### config.mk
export PLATFORM = sky130hd
export DESIGN_NAME = irm_modem
export DESIGN_NICKNAME = d
export VERILOG_FILES = /design/src/logic/irm_pkg.sv /design/src/logic/irm_channel.sv /design/src/logic/irm_modem.sv
export VERILOG_INCLUDE_DIRS = /design/src /design/src/logic
export SDC_FILE = /design/constraint.sdc
export NUM_CORES = 1
export LEC_CHECK = 0
export BUFFER_PORTS_ARGS = -buffer_cell sky130_fd_sc_hd__buf_2
export CAP_MARGIN = 20
export CORE_MARGIN = 2
export CORE_UTILIZATION = 45
export DETAILED_ROUTE_END_ITERATION = 6
export GPL_ROUTABILITY_DRIVEN = 0
export GPL_TIMING_DRIVEN = 0
export SLEW_MARGIN = 20
export SYNTH_ARGS = -nofsm -noshare
export SYNTH_HDL_FRONTEND = slang
export SYNTH_SLANG_ARGS = --single-unit
### constraint.sdc
create_clock -name mclk -period 2.82 [get_ports mclk]
set_input_delay 0.705 -clock mclk [delete_from_list [all_inputs] [get_ports mclk]]
set_output_delay 0.705 -clock mclk [all_outputs]
set_load 0.05 [all_outputs]
### src/logic/irm_defines.svh
/*
  register offsets, field positions, reset values and timing counts of the infrared modem.
  assumes inclusion by bare name from the modem sources.
*/
`ifndef IRM_DEFINES_SVH
`define IRM_DEFINES_SVH

`define IRM_OFF_CTRL_CH0        16'h1207
`define IRM_OFF_CTRL_CH1        16'h120f
`define IRM_OFF_CTRL_CH2        16'h1217
`define IRM_OFF_STATUS          16'h1218

`define IRM_BIT_TX_WIDTH_SEL    7
`define IRM_BIT_RX_POLARITY     6
`define IRM_BIT_TX_ENABLE       5
`define IRM_BIT_RX_ENABLE       4
`define IRM_FLD_RX_WIDTH_LSB    0
`define IRM_FLD_RX_WIDTH_MSB    3

`define IRM_CTRL_RESET          8'h00
`define IRM_RDATA_IDLE          8'h00

`define IRM_TX_TICKS_WIDE       2'h3
`define IRM_TX_TICKS_NARROW     2'h1
`define IRM_RX_HOLD_TICKS       5'h10

`define IRM_MCLK_KHZ            40000
`define IRM_RX_EXTRA_NS         100
`define IRM_RX_EXTRA_CYC        ((`IRM_RX_EXTRA_NS * `IRM_MCLK_KHZ + 999999) / 1000000)

`endif

### src/logic/irm_pkg.sv
/*
  types and shared arithmetic of the infrared modem.
  assumes nothing of its surroundings.
*/
package irm_pkg;

  typedef struct packed {
    logic       tx_pulse_width_sel;
    logic       rx_pulse_polarity_sel;
    logic       tx_modem_enable;
    logic       rx_modem_enable;
    logic [3:0] rx_min_width_field;
  } irm_ctrl_type;

  // least pulse length in prescaler periods: 2 x (field + 1), wrapping to 0 for field 15
  function automatic logic [4:0] irm_min_ticks(input logic [3:0] wd);
    irm_min_ticks = {wd, 1'b0} + 5'h02;
  endfunction

endpackage

### src/logic/irm_channel.sv
/*
  one infrared modem channel: zero-bit pulse modulation and qualified-pulse demodulation.
  assumes tick, bit start and transmit bit from the serial channel on mclk, rx level already
  synchronised.
*/
`timescale 1ns/1ps
`include "irm_defines.svh"

module irm_channel (
  input  wire logic             mclk,
  input  wire logic             rst_n,
  input  irm_pkg::irm_ctrl_type ctrl,
  input  wire logic             tick16,
  input  wire logic             bit_start,
  input  wire logic             tx_bit,
  input  wire logic             prescale_tick,
  input  wire logic             rx_level,
  output logic                  ir_tx_ff,
  output logic                  rxd_ff,
  output logic                  rx_qual_ff
);

  logic [1:0] tx_cnt_ff;
  logic [1:0] nxt_tx_cnt;
  logic [4:0] x_cnt_ff;
  logic [4:0] nxt_x_cnt;
  logic [2:0] ns_cnt_ff;
  logic [2:0] nxt_ns_cnt;
  logic [4:0] hold_ff;
  logic [4:0] nxt_hold;

  wire [1:0] tx_width = ctrl.tx_pulse_width_sel ? `IRM_TX_TICKS_NARROW
                                                : `IRM_TX_TICKS_WIDE;
  wire       rx_act   = rx_level ^ ctrl.rx_pulse_polarity_sel;
  wire [4:0] thr      = irm_pkg::irm_min_ticks(ctrl.rx_min_width_field);
  wire       x_done   = x_cnt_ff >= thr;
  wire       qual     = x_done && (ns_cnt_ff >= 3'(`IRM_RX_EXTRA_CYC));
  wire       rx_run   = ctrl.rx_modem_enable && rx_act;

  // a zero bit loads the pulse length, each sixteenth tick takes one off
  assign nxt_tx_cnt = !ctrl.tx_modem_enable ? 2'h0 :
                      (bit_start && !tx_bit) ? tx_width :
                      (tick16 && tx_cnt_ff != 2'h0) ? tx_cnt_ff - 2'h1 : tx_cnt_ff;

  assign nxt_x_cnt  = !rx_run ? 5'h00 :
                      (prescale_tick && !x_done) ? x_cnt_ff + 5'h01 : x_cnt_ff;
  assign nxt_ns_cnt = !rx_run ? 3'h0 :
                      (x_done && !qual) ? ns_cnt_ff + 3'h1 : ns_cnt_ff;

  // a qualified pulse holds the serial input low for one bit
  assign nxt_hold   = !ctrl.rx_modem_enable ? 5'h00 :
                      (rx_run && qual) ? `IRM_RX_HOLD_TICKS :
                      (tick16 && hold_ff != 5'h00) ? hold_ff - 5'h01 : hold_ff;

  always_ff @(posedge mclk)
  begin
    if (!rst_n)
    begin
      tx_cnt_ff  <= 2'h0;
      x_cnt_ff   <= 5'h00;
      ns_cnt_ff  <= 3'h0;
      hold_ff    <= 5'h00;
      ir_tx_ff   <= 1'b0;
      rxd_ff     <= 1'b1;
      rx_qual_ff <= 1'b0;
    end
    else
    begin
      tx_cnt_ff  <= nxt_tx_cnt;
      x_cnt_ff   <= nxt_x_cnt;
      ns_cnt_ff  <= nxt_ns_cnt;
      hold_ff    <= nxt_hold;
      ir_tx_ff   <= nxt_tx_cnt != 2'h0;
      rxd_ff     <= nxt_hold == 5'h00;
      rx_qual_ff <= rx_run && qual;
    end
  end

endmodule

### src/logic/irm_modem.sv
/*
  three-channel infrared modem with its control registers on a plain register port.
  assumes serial channels and prescaler tick on mclk; infrared receive pins are asynchronous.
*/
// The strobed register port was chosen for this implementation.
// What this block does
// - transmit pulse 3/16 or 1/16 by select bit
// - nominal pulse is three sixteenths of bit time
// - polarity bit picks high or low valid pulses
// - receive enable off ignores infrared input
// - transmit enable off ignores data, no pulses
// - accept pulse lasting 2x(field+1) plus 100 ns, field 15 wraps to 100 ns alone
// - zero bit drives pin high, one stays low
// - qualified pulse gives 0, otherwise 1
`timescale 1ns/1ps
`include "irm_defines.svh"

module irm_modem (
  input  wire logic        mclk,
  input  wire logic        rst_n,
  input  wire logic [15:0] reg_addr,
  input  wire logic [7:0]  reg_wdata,
  input  wire logic        reg_wr,
  input  wire logic        reg_rd,
  output logic      [7:0]  reg_rdata_ff,
  input  wire logic [2:0]  sio_tick16,
  input  wire logic [2:0]  sio_bit_start,
  input  wire logic [2:0]  sio_tx_bit,
  input  wire logic        prescale_tick,
  input  wire logic [2:0]  ir_rx_pin,
  output logic      [2:0]  ir_tx_pin,
  output logic      [2:0]  sio_rxd
);

  irm_pkg::irm_ctrl_type ctrl_ff [3];
  logic [2:0]            rx_meta_ff;
  logic [2:0]            rx_sync_ff;
  logic [2:0]            rx_qual;
  logic [7:0]            nxt_rdata;

  wire [2:0] hit;
  assign hit[0] = reg_addr == `IRM_OFF_CTRL_CH0;
  assign hit[1] = reg_addr == `IRM_OFF_CTRL_CH1;
  assign hit[2] = reg_addr == `IRM_OFF_CTRL_CH2;
  wire hit_stat = reg_addr == `IRM_OFF_STATUS;
  wire [7:0] status = {2'h0, rx_qual, ir_tx_pin};

  assign nxt_rdata = !reg_rd ? `IRM_RDATA_IDLE :
                     hit[0]  ? ctrl_ff[0] :
                     hit[1]  ? ctrl_ff[1] :
                     hit[2]  ? ctrl_ff[2] :
                     hit_stat ? status : `IRM_RDATA_IDLE;

  always_ff @(posedge mclk)
  begin
    if (!rst_n)
    begin
      rx_meta_ff   <= 3'h0;
      rx_sync_ff   <= 3'h0;
      reg_rdata_ff <= `IRM_RDATA_IDLE;
    end
    else
    begin
      rx_meta_ff   <= ir_rx_pin;
      rx_sync_ff   <= rx_meta_ff;
      reg_rdata_ff <= nxt_rdata;
    end
  end

  genvar i;
  generate
    for (i = 0; i < 3; i++)
    begin : g_ch
      // each channel keeps its own register and state
      always_ff @(posedge mclk)
      begin
        if (!rst_n)
          ctrl_ff[i] <= `IRM_CTRL_RESET;
        else if (reg_wr && hit[i])
          ctrl_ff[i] <= reg_wdata;
      end

      irm_channel u_ch (
        .mclk          (mclk),
        .rst_n         (rst_n),
        .ctrl          (ctrl_ff[i]),
        .tick16        (sio_tick16[i]),
        .bit_start     (sio_bit_start[i]),
        .tx_bit        (sio_tx_bit[i]),
        .prescale_tick (prescale_tick),
        .rx_level      (rx_sync_ff[i]),
        .ir_tx_ff      (ir_tx_pin[i]),
        .rxd_ff        (sio_rxd[i]),
        .rx_qual_ff    (rx_qual[i])
      );
    end
  endgenerate

  // helper logic for the checks on channel zero
  logic [4:0] h_txticks_ff;
  logic [5:0] h_xticks_ff;
  wire        c0_act = rx_sync_ff[0] ^ ctrl_ff[0].rx_pulse_polarity_sel;

  always_ff @(posedge mclk)
  begin
    if (!rst_n)
    begin
      h_txticks_ff <= 5'h00;
      h_xticks_ff  <= 6'h00;
    end
    else
    begin
      h_txticks_ff <= !ir_tx_pin[0] ? 5'h00 :
                      sio_tick16[0] ? h_txticks_ff + 5'h01 : h_txticks_ff;
      h_xticks_ff  <= !c0_act ? 6'h00 :
                      (prescale_tick && h_xticks_ff != 6'h3f) ? h_xticks_ff + 6'h01 : h_xticks_ff;
    end
  end

  property p_tx_off_quiet;
    @(posedge mclk) disable iff (!rst_n)
    (!ctrl_ff[0].tx_modem_enable && $past(!ctrl_ff[0].tx_modem_enable)) |-> !ir_tx_pin[0];
  endproperty
  a_tx_off_quiet: assert property (p_tx_off_quiet) else $error("pulse while transmit off");

  property p_rx_off_idle;
    @(posedge mclk) disable iff (!rst_n)
    (!ctrl_ff[0].rx_modem_enable && $past(!ctrl_ff[0].rx_modem_enable)) |-> sio_rxd[0];
  endproperty
  a_rx_off_idle: assert property (p_rx_off_idle) else $error("serial input low while rx off");

  property p_tx_width;
    @(posedge mclk) disable iff (!rst_n)
    ($fell(ir_tx_pin[0]) && $stable(ctrl_ff[0]) && ctrl_ff[0].tx_modem_enable &&
     !$past(sio_bit_start[0]))
      |-> h_txticks_ff == (ctrl_ff[0].tx_pulse_width_sel ? 5'h01 : 5'h03);
  endproperty
  a_tx_width: assert property (p_tx_width) else $error("transmit pulse width wrong");

  property p_tx_nominal;
    @(posedge mclk) disable iff (!rst_n)
    (sio_bit_start[0] && !sio_tx_bit[0] && ctrl_ff[0].tx_modem_enable &&
     !ctrl_ff[0].tx_pulse_width_sel) |=> ir_tx_pin[0] [*3];
  endproperty
  a_tx_nominal: assert property (p_tx_nominal) else $error("nominal pulse cut short");

  property p_zero_starts;
    @(posedge mclk) disable iff (!rst_n)
    (sio_bit_start[0] && !sio_tx_bit[0] && ctrl_ff[0].tx_modem_enable) |=> ir_tx_pin[0];
  endproperty
  a_zero_starts: assert property (p_zero_starts) else $error("zero bit gave no pulse");

  property p_one_quiet;
    @(posedge mclk) disable iff (!rst_n)
    (sio_bit_start[0] && sio_tx_bit[0] && !ir_tx_pin[0]) |=> !ir_tx_pin[0];
  endproperty
  a_one_quiet: assert property (p_one_quiet) else $error("one bit produced a pulse");

  property p_rx_min_width;
    @(posedge mclk) disable iff (!rst_n)
    $rose(rx_qual[0]) |->
      $past(h_xticks_ff) >= 6'(irm_pkg::irm_min_ticks(ctrl_ff[0].rx_min_width_field));
  endproperty
  a_rx_min_width: assert property (p_rx_min_width) else $error("pulse accepted too short");

  property p_rx_extra;
    @(posedge mclk) disable iff (!rst_n)
    $rose(rx_qual[0]) |-> $past(c0_act, 1) && $past(c0_act, 2) && $past(c0_act, 3) && $past(c0_act, 4);
  endproperty
  a_rx_extra: assert property (p_rx_extra) else $error("pulse accepted without 100 ns margin");

  property p_rx_polarity;
    @(posedge mclk) disable iff (!rst_n)
    $rose(rx_qual[0]) |-> $past(rx_sync_ff[0]) != $past(ctrl_ff[0].rx_pulse_polarity_sel);
  endproperty
  a_rx_polarity: assert property (p_rx_polarity) else $error("pulse of wrong polarity accepted");

  property p_rx_zero;
    @(posedge mclk) disable iff (!rst_n)
    rx_qual[0] |-> !sio_rxd[0];
  endproperty
  a_rx_zero: assert property (p_rx_zero) else $error("qualified pulse did not give zero");

  property p_rx_one;
    @(posedge mclk) disable iff (!rst_n)
    $fell(sio_rxd[0]) |-> rx_qual[0];
  endproperty
  a_rx_one: assert property (p_rx_one) else $error("zero without qualified pulse");

  property p_ch_isolated;
    @(posedge mclk) disable iff (!rst_n)
    (reg_wr && !hit[0]) |=> $stable(ctrl_ff[0]);
  endproperty
  a_ch_isolated: assert property (p_ch_isolated) else $error("foreign write changed channel 0");

  property p_read_ctrl1;
    @(posedge mclk) disable iff (!rst_n)
    (reg_rd && hit[1]) |=> reg_rdata_ff == $past(ctrl_ff[1]);
  endproperty
  a_read_ctrl1: assert property (p_read_ctrl1) else $error("read of channel 1 control wrong");

  property p_rdata_idle;
    @(posedge mclk) disable iff (!rst_n)
    !$past(reg_rd) |-> reg_rdata_ff == `IRM_RDATA_IDLE;
  endproperty
  a_rdata_idle: assert property (p_rdata_idle) else $error("read data outside read cycle");

  property p_status_tx;
    @(posedge mclk) disable iff (!rst_n)
    (reg_rd && hit_stat) |=> reg_rdata_ff[2:0] == $past(ir_tx_pin);
  endproperty
  a_status_tx: assert property (p_status_tx) else $error("status shows wrong pin state");

  c_tx_narrow: cover property (@(posedge mclk) disable iff (!rst_n)
    $fell(ir_tx_pin[0]) && ctrl_ff[0].tx_pulse_width_sel);
  c_tx_wide: cover property (@(posedge mclk) disable iff (!rst_n)
    $fell(ir_tx_pin[0]) && !ctrl_ff[0].tx_pulse_width_sel);
  c_rx_low_pol: cover property (@(posedge mclk) disable iff (!rst_n)
    $rose(rx_qual[0]) && ctrl_ff[0].rx_pulse_polarity_sel);
  c_status_read: cover property (@(posedge mclk) disable iff (!rst_n) reg_rd && hit_stat);
  c_rx_high_pol: cover property (@(posedge mclk) disable iff (!rst_n)
    $rose(rx_qual[0]) && !ctrl_ff[0].rx_pulse_polarity_sel);

endmodule

## After elaboration in Yosys (flattened, before gate mapping)

Memories as Yosys holds them, arrays and structs flattened.
Index checks and enable logic that the tools add are counted.

- Bits in registers: 68
- Bits in writable memories: 24
- Bits of input ports: 41
- Output and inout port bits: 14
- Logic and storage cells: 146
- Memories: 1

- Add/subtract/negate cells: 15
- Magnitude comparators: 6
- Equal/unequal tests: 4
- Muxes and demuxes: 38
- Bitwise gates (word level): 6
- Reduce and logical (&&, ||, !) cells: 52

Memory list:

| memory | depth | bits a word | rd ports | clocked after memory_dff | wr ports | line | source |
|---|---|---|---|---|---|---|---|
| ctrl_ff | 3 | 8 | 3 | 0 | 3 | irm_modem.sv:35 | `irm_pkg::irm_ctrl_type ctrl_ff [3];` |

Operators by type and width:

| cell | number |
|---|---|
| $eq A16 B13 Y1 const B | 4 |
| $mux W8 | 6 |
| $mux W5 | 9 |
| $logic_and A1 B1 Y1 | 27 |
| $mux W2 | 12 |
| $add A5 B1 Y5 const B | 3 |
| $add A5 B2 Y5 const B | 3 |
| $ge A5 B5 Y1 | 3 |
| $logic_not A5 Y1 | 3 |
| $reduce_bool A5 Y1 | 3 |
| $sub A5 B1 Y5 const B | 3 |
| $reduce_bool A2 Y1 | 6 |
| $mux W1 | 10 |
| $add A3 B1 Y3 const B | 3 |
| $ge A3 B3 Y1 const B | 3 |
| $logic_not A1 Y1 | 9 |
| $reduce_and A2 Y1 | 4 |
| $mux W6 | 1 |
| $sub A2 B1 Y2 const B | 3 |
| $or A1 B1 Y1 | 3 |
| $xor A1 B1 Y1 | 3 |

## Logic depth before layout (Yosys ltp)

An unclocked memory read counts as a cell.

- Depth after elaboration: 8
- Gate-level depth with buffers: 9
- Mapped depth without buffers: 8

## By module

A second synthesis with hierarchy kept.

- Cells, all modules: 473
- Area, all modules: 4685.7 µm²

By module, submodules not included:

| module | times used | cells an instance | area an instance (µm²) | sequential area each (µm²) |
|---|---|---|---|---|
| irm_channel | 3 | 115 | 1027.2 | 360.3 |
| irm_modem | 1 | 128 | 1604.0 | 1001.0 |

## Worst setup path after synthesis

Ideal clock, no wire load.

- Path kind: input-to-reg
- Start point: in reg_addr[14]
- End point: mem ctrl_ff[0][0] (netlist bit), enable pin
- Setup time: 387 ps
- Arrival: 2191 ps
- Data required time: 2433 ps
- Setup slack: 243 ps
- Stages: 5
- Buffers on the path: 1
- Cell sequence: nor4_4 nand3_2 or2_1 buf_6 o31ai_1

RTL lines:

| item | line | source |
|---|---|---|
| start, declared | irm_modem.sv:21 | `input wire logic [15:0] reg_addr,` |
| end, declared | irm_modem.sv:35 |  |

==> run metrics <==
CTS tree=built; Global Route met3 Usage=2.371%; Via density=5.154; Port Buffer Count=52; filler cell count=942; syn nets=549; Worst-path clk slew=0.10 ns; # clock sinks=92; initial antenna violation count=0; Seq pwr share=55.1%; antenna-violating nets left=0; cts bufs inserted=9; global-route wire length before repair=15,990 um; share of post-route cells with drive strength above 1=18.58%; Post-CTS Setup Bufs=0; largest net degree at the start of global routing=18; post_cts resized=0; Internal=1.910 mW; Root Driver=clkbuf_8; sequential fraction of the synthesis area=45.66%; synthesized cell area=4559 sq um; first drt pass iteration count=4; WP data required=2.80 ns; GRT Resource Usage Total=17.95%; XOR/XNOR Fraction of Synth Area=4.802%; CTS Hold Bufs=0; Sw Ratio=25.05%; # setup viols final=0; CTS max path bufs=2; vias in the first global route=3,417; Hold Fails Final Rpt=0; nets@finish=612; Period Utilization, post-route=89.14%; skew final=0.01213 ns; Mapped Cells=481; layer with the highest usage=met2; Worst setup SP type=primary input; Final TNS setup=0 ns; simple-gate portion of the synthesized area=22.28%; Starting Density=46.43%; post-layout util=52.99%; routed vias=3,515; RSZ-0062 raised after global routing=no; main combinational cell family by area after synthesis=simple AND/OR/NAND/NOR gates; Pwr Total=2.549 mW; Leakage=2.091 nW; die height=104.7 um; Clk Latency, worst-skew pair=0.35 ns; Core Region=9819 sq um; Crit Path Class=primary input to flop; Synth Area in Adders=7.409%; full die area=10,950 sq um; P per Cell Area=489.7 nW/um^2; Worst slew margin=47.92%; DIE WIDTH=104.7 um; Comb pwr share=8.5%; Worst Hold Margin=0.4419 ns; met2 usage=30.95%; initial DRC count=178; non-filler instance count after layout=682; CP max FO=8; Fmax=397.8 MHz; Critical Path AT=2.49 ns; Peak VDD IR=0.2309 mV; Switch Pwr=638.4 uW; gr ovfl total=0; dpl cells=666; syn_area_per_cell=9.479 sq um; FP Rows=36; CTS H-tree lvls=3; final WL=9432 um; area grow syn2layout=14.13%; status=complete, no violations; clock power share=36.4%; Yosys reg bits=92; yosys warns=0; Setup crit end kind=flop; fin crit period=2.514 ns; mux cell area share after synthesis=0.7409%; drc violations=0; routed wire length per instance=13.83 um; Slew Limit Fails=0; worst hold-check path type=flop to flop; Worst-Margin Slew=0.7760 ns; Ports=55; ANT cells=0; DP HPWL=7368 um; Netlist cell types=44; max cap viols=0; Synth Area in Compound Gates=14.38%; met1 Use GR=23.31%
[cell families (layout without fill, tap and decap cells)]
kind of cell / Yosys count / count (layout)
fa+ha+maj: 27 / 27
mux: 3 / 3
flops: 92 / 92
xor+xnor: 25 / 25
buf+inv: 48 / 116
compound gates: 101 / 101
simple gates: 185 / 185
[power groups by stage]
stage / Clock, mW / Combinational [mW] / Sequential [mW]
floorplan: 0 / 0.143 / 1.43
global placement: 0 / 0.212 / 1.44
detailed placement: 0 / 0.216 / 1.44
CTS: 0.960 / 0.218 / 1.41
global route: 1.01 / 0.242 / 1.41
finish: 0.928 / 0.215 / 1.41
[final timing paths]
| path | slack (ns) | startpoint | end | cells past startpoint |
|---|---|---|---|---|
| setup reg to reg | 0.38 | ctrl_ff[0][0] | g_ch[0].u_ch.x_cnt_ff[3] | 9 |
| hold / removal | 0.44 | rx_meta_ff[0] | rx_sync_ff[0] | 1 |
| setup / recovery | 0.31 | reg_addr[14] | ctrl_ff[1][0] | 6 |
| hold reg to reg | 0.44 | rx_meta_ff[0] | rx_sync_ff[0] | 1 |
[flip-flops by register name (all words and copies together), names as in the netlist, 6 cells and up]
register,count
reg_rdata_ff,8
g_ch.u_ch.ns_cnt_ff,9
g_ch.u_ch.tx_cnt_ff,6
ctrl_ff,24
g_ch.u_ch.hold_ff,15
g_ch.u_ch.x_cnt_ff,15
[metal layers]
layer  up-vias  wire (um)
li1       1819          -
met1      1623       4481
met2        65       4554
met3         8        310
met4         0         85
met5         -          0
[final cells by class]
class                      count  area, sq um  share of cell area (%)
buffer                        15        91.34                   1.755
clock buffer                  12        177.7                   3.414
clock inverter                 4        35.03                  0.6732
inverter                      33        123.9                   2.380
multi-input combinational    341         2267                   43.57
sequential                    92         2082                   40.01
tap                          133        166.4                   3.198
timing repair buffer          52        260.3                   5.001
[stage by stage]
stage / cell area [sq um] / setup slack [ns]
floorplan: 4559 / 0.2429
global placement: 4986 / -0.3654
detailed placement: 4991 / -0.3328
CTS: 5204 / 0.04954
global route: 5204 / 0.09464
finish: 5204 / 0.3063
[cell usage in the layout (no fill, tap or decap), drive strengths merged, types with 9 or more instances in the layout]
master and count:
a21oi 38, and2 30, buf 63, clkbuf 16, dfxtp 68, edfxtp 24, ha 27, inv 37
nand2 39, nand3 22, nor2 38, nor4 9, o21ai 22, o31ai 16, or3 11, xnor2 16
xor2 9
[worst max-delay path, stage by stage]
cell,delay (ns)
buf_2,0.11
nor4_4,0.33
nand2_1,0.11
nor2_1,0.44
nand2_1,0.15
o21ai_1,0.65
[synthesized netlist by cell type]
master | instances | area share (%)
inv_1 | 33 | 2.7
nor4_1 | 7 | 0.96
a41o_1 | 3 | 0.66
a31o_2 | 3 | 0.58
nor4_4 | 1 | 0.47
dfxtp_1 | 68 | 30
and3_1 | 4 | 0.55
nor3b_2 | 1 | 0.27
xor2_1 | 9 | 1.7
nor4b_4 | 1 | 0.52
nor3_1 | 2 | 0.22
or2_1 | 2 | 0.27
and2_1 | 30 | 4.1
and4bb_2 | 1 | 0.27
nand3_1 | 21 | 2.3
a31oi_1 | 3 | 0.41
edfxtp_1 | 24 | 16
mux2_2 | 3 | 0.74
o21ai_0 | 22 | 2.4
nand3_2 | 1 | 0.22
a22oi_1 | 6 | 0.99
nand4_1 | 7 | 0.96
nor4_2 | 1 | 0.27
clkbuf_1 | 4 | 0.33
nor4b_1 | 1 | 0.19
buf_4 | 6 | 0.99
a21o_1 | 5 | 0.82
nor2b_1 | 7 | 0.96
ha_1 | 27 | 7.4
nand2b_1 | 7 | 0.96
nand2_1 | 39 | 3.2
a21oi_1 | 35 | 3.8
a21oi_2 | 3 | 0.58
nor2_2 | 2 | 0.27
buf_2 | 4 | 0.44
nor2_1 | 36 | 3.0
o311ai_1 | 2 | 0.38
or3_1 | 11 | 1.5
xnor2_1 | 16 | 3.1
or4b_2 | 2 | 0.44
o31ai_1 | 16 | 2.6
o41ai_2 | 3 | 1.1
nor3_4 | 1 | 0.36
buf_6 | 1 | 0.25
Power figures use the tool's default switching activity.
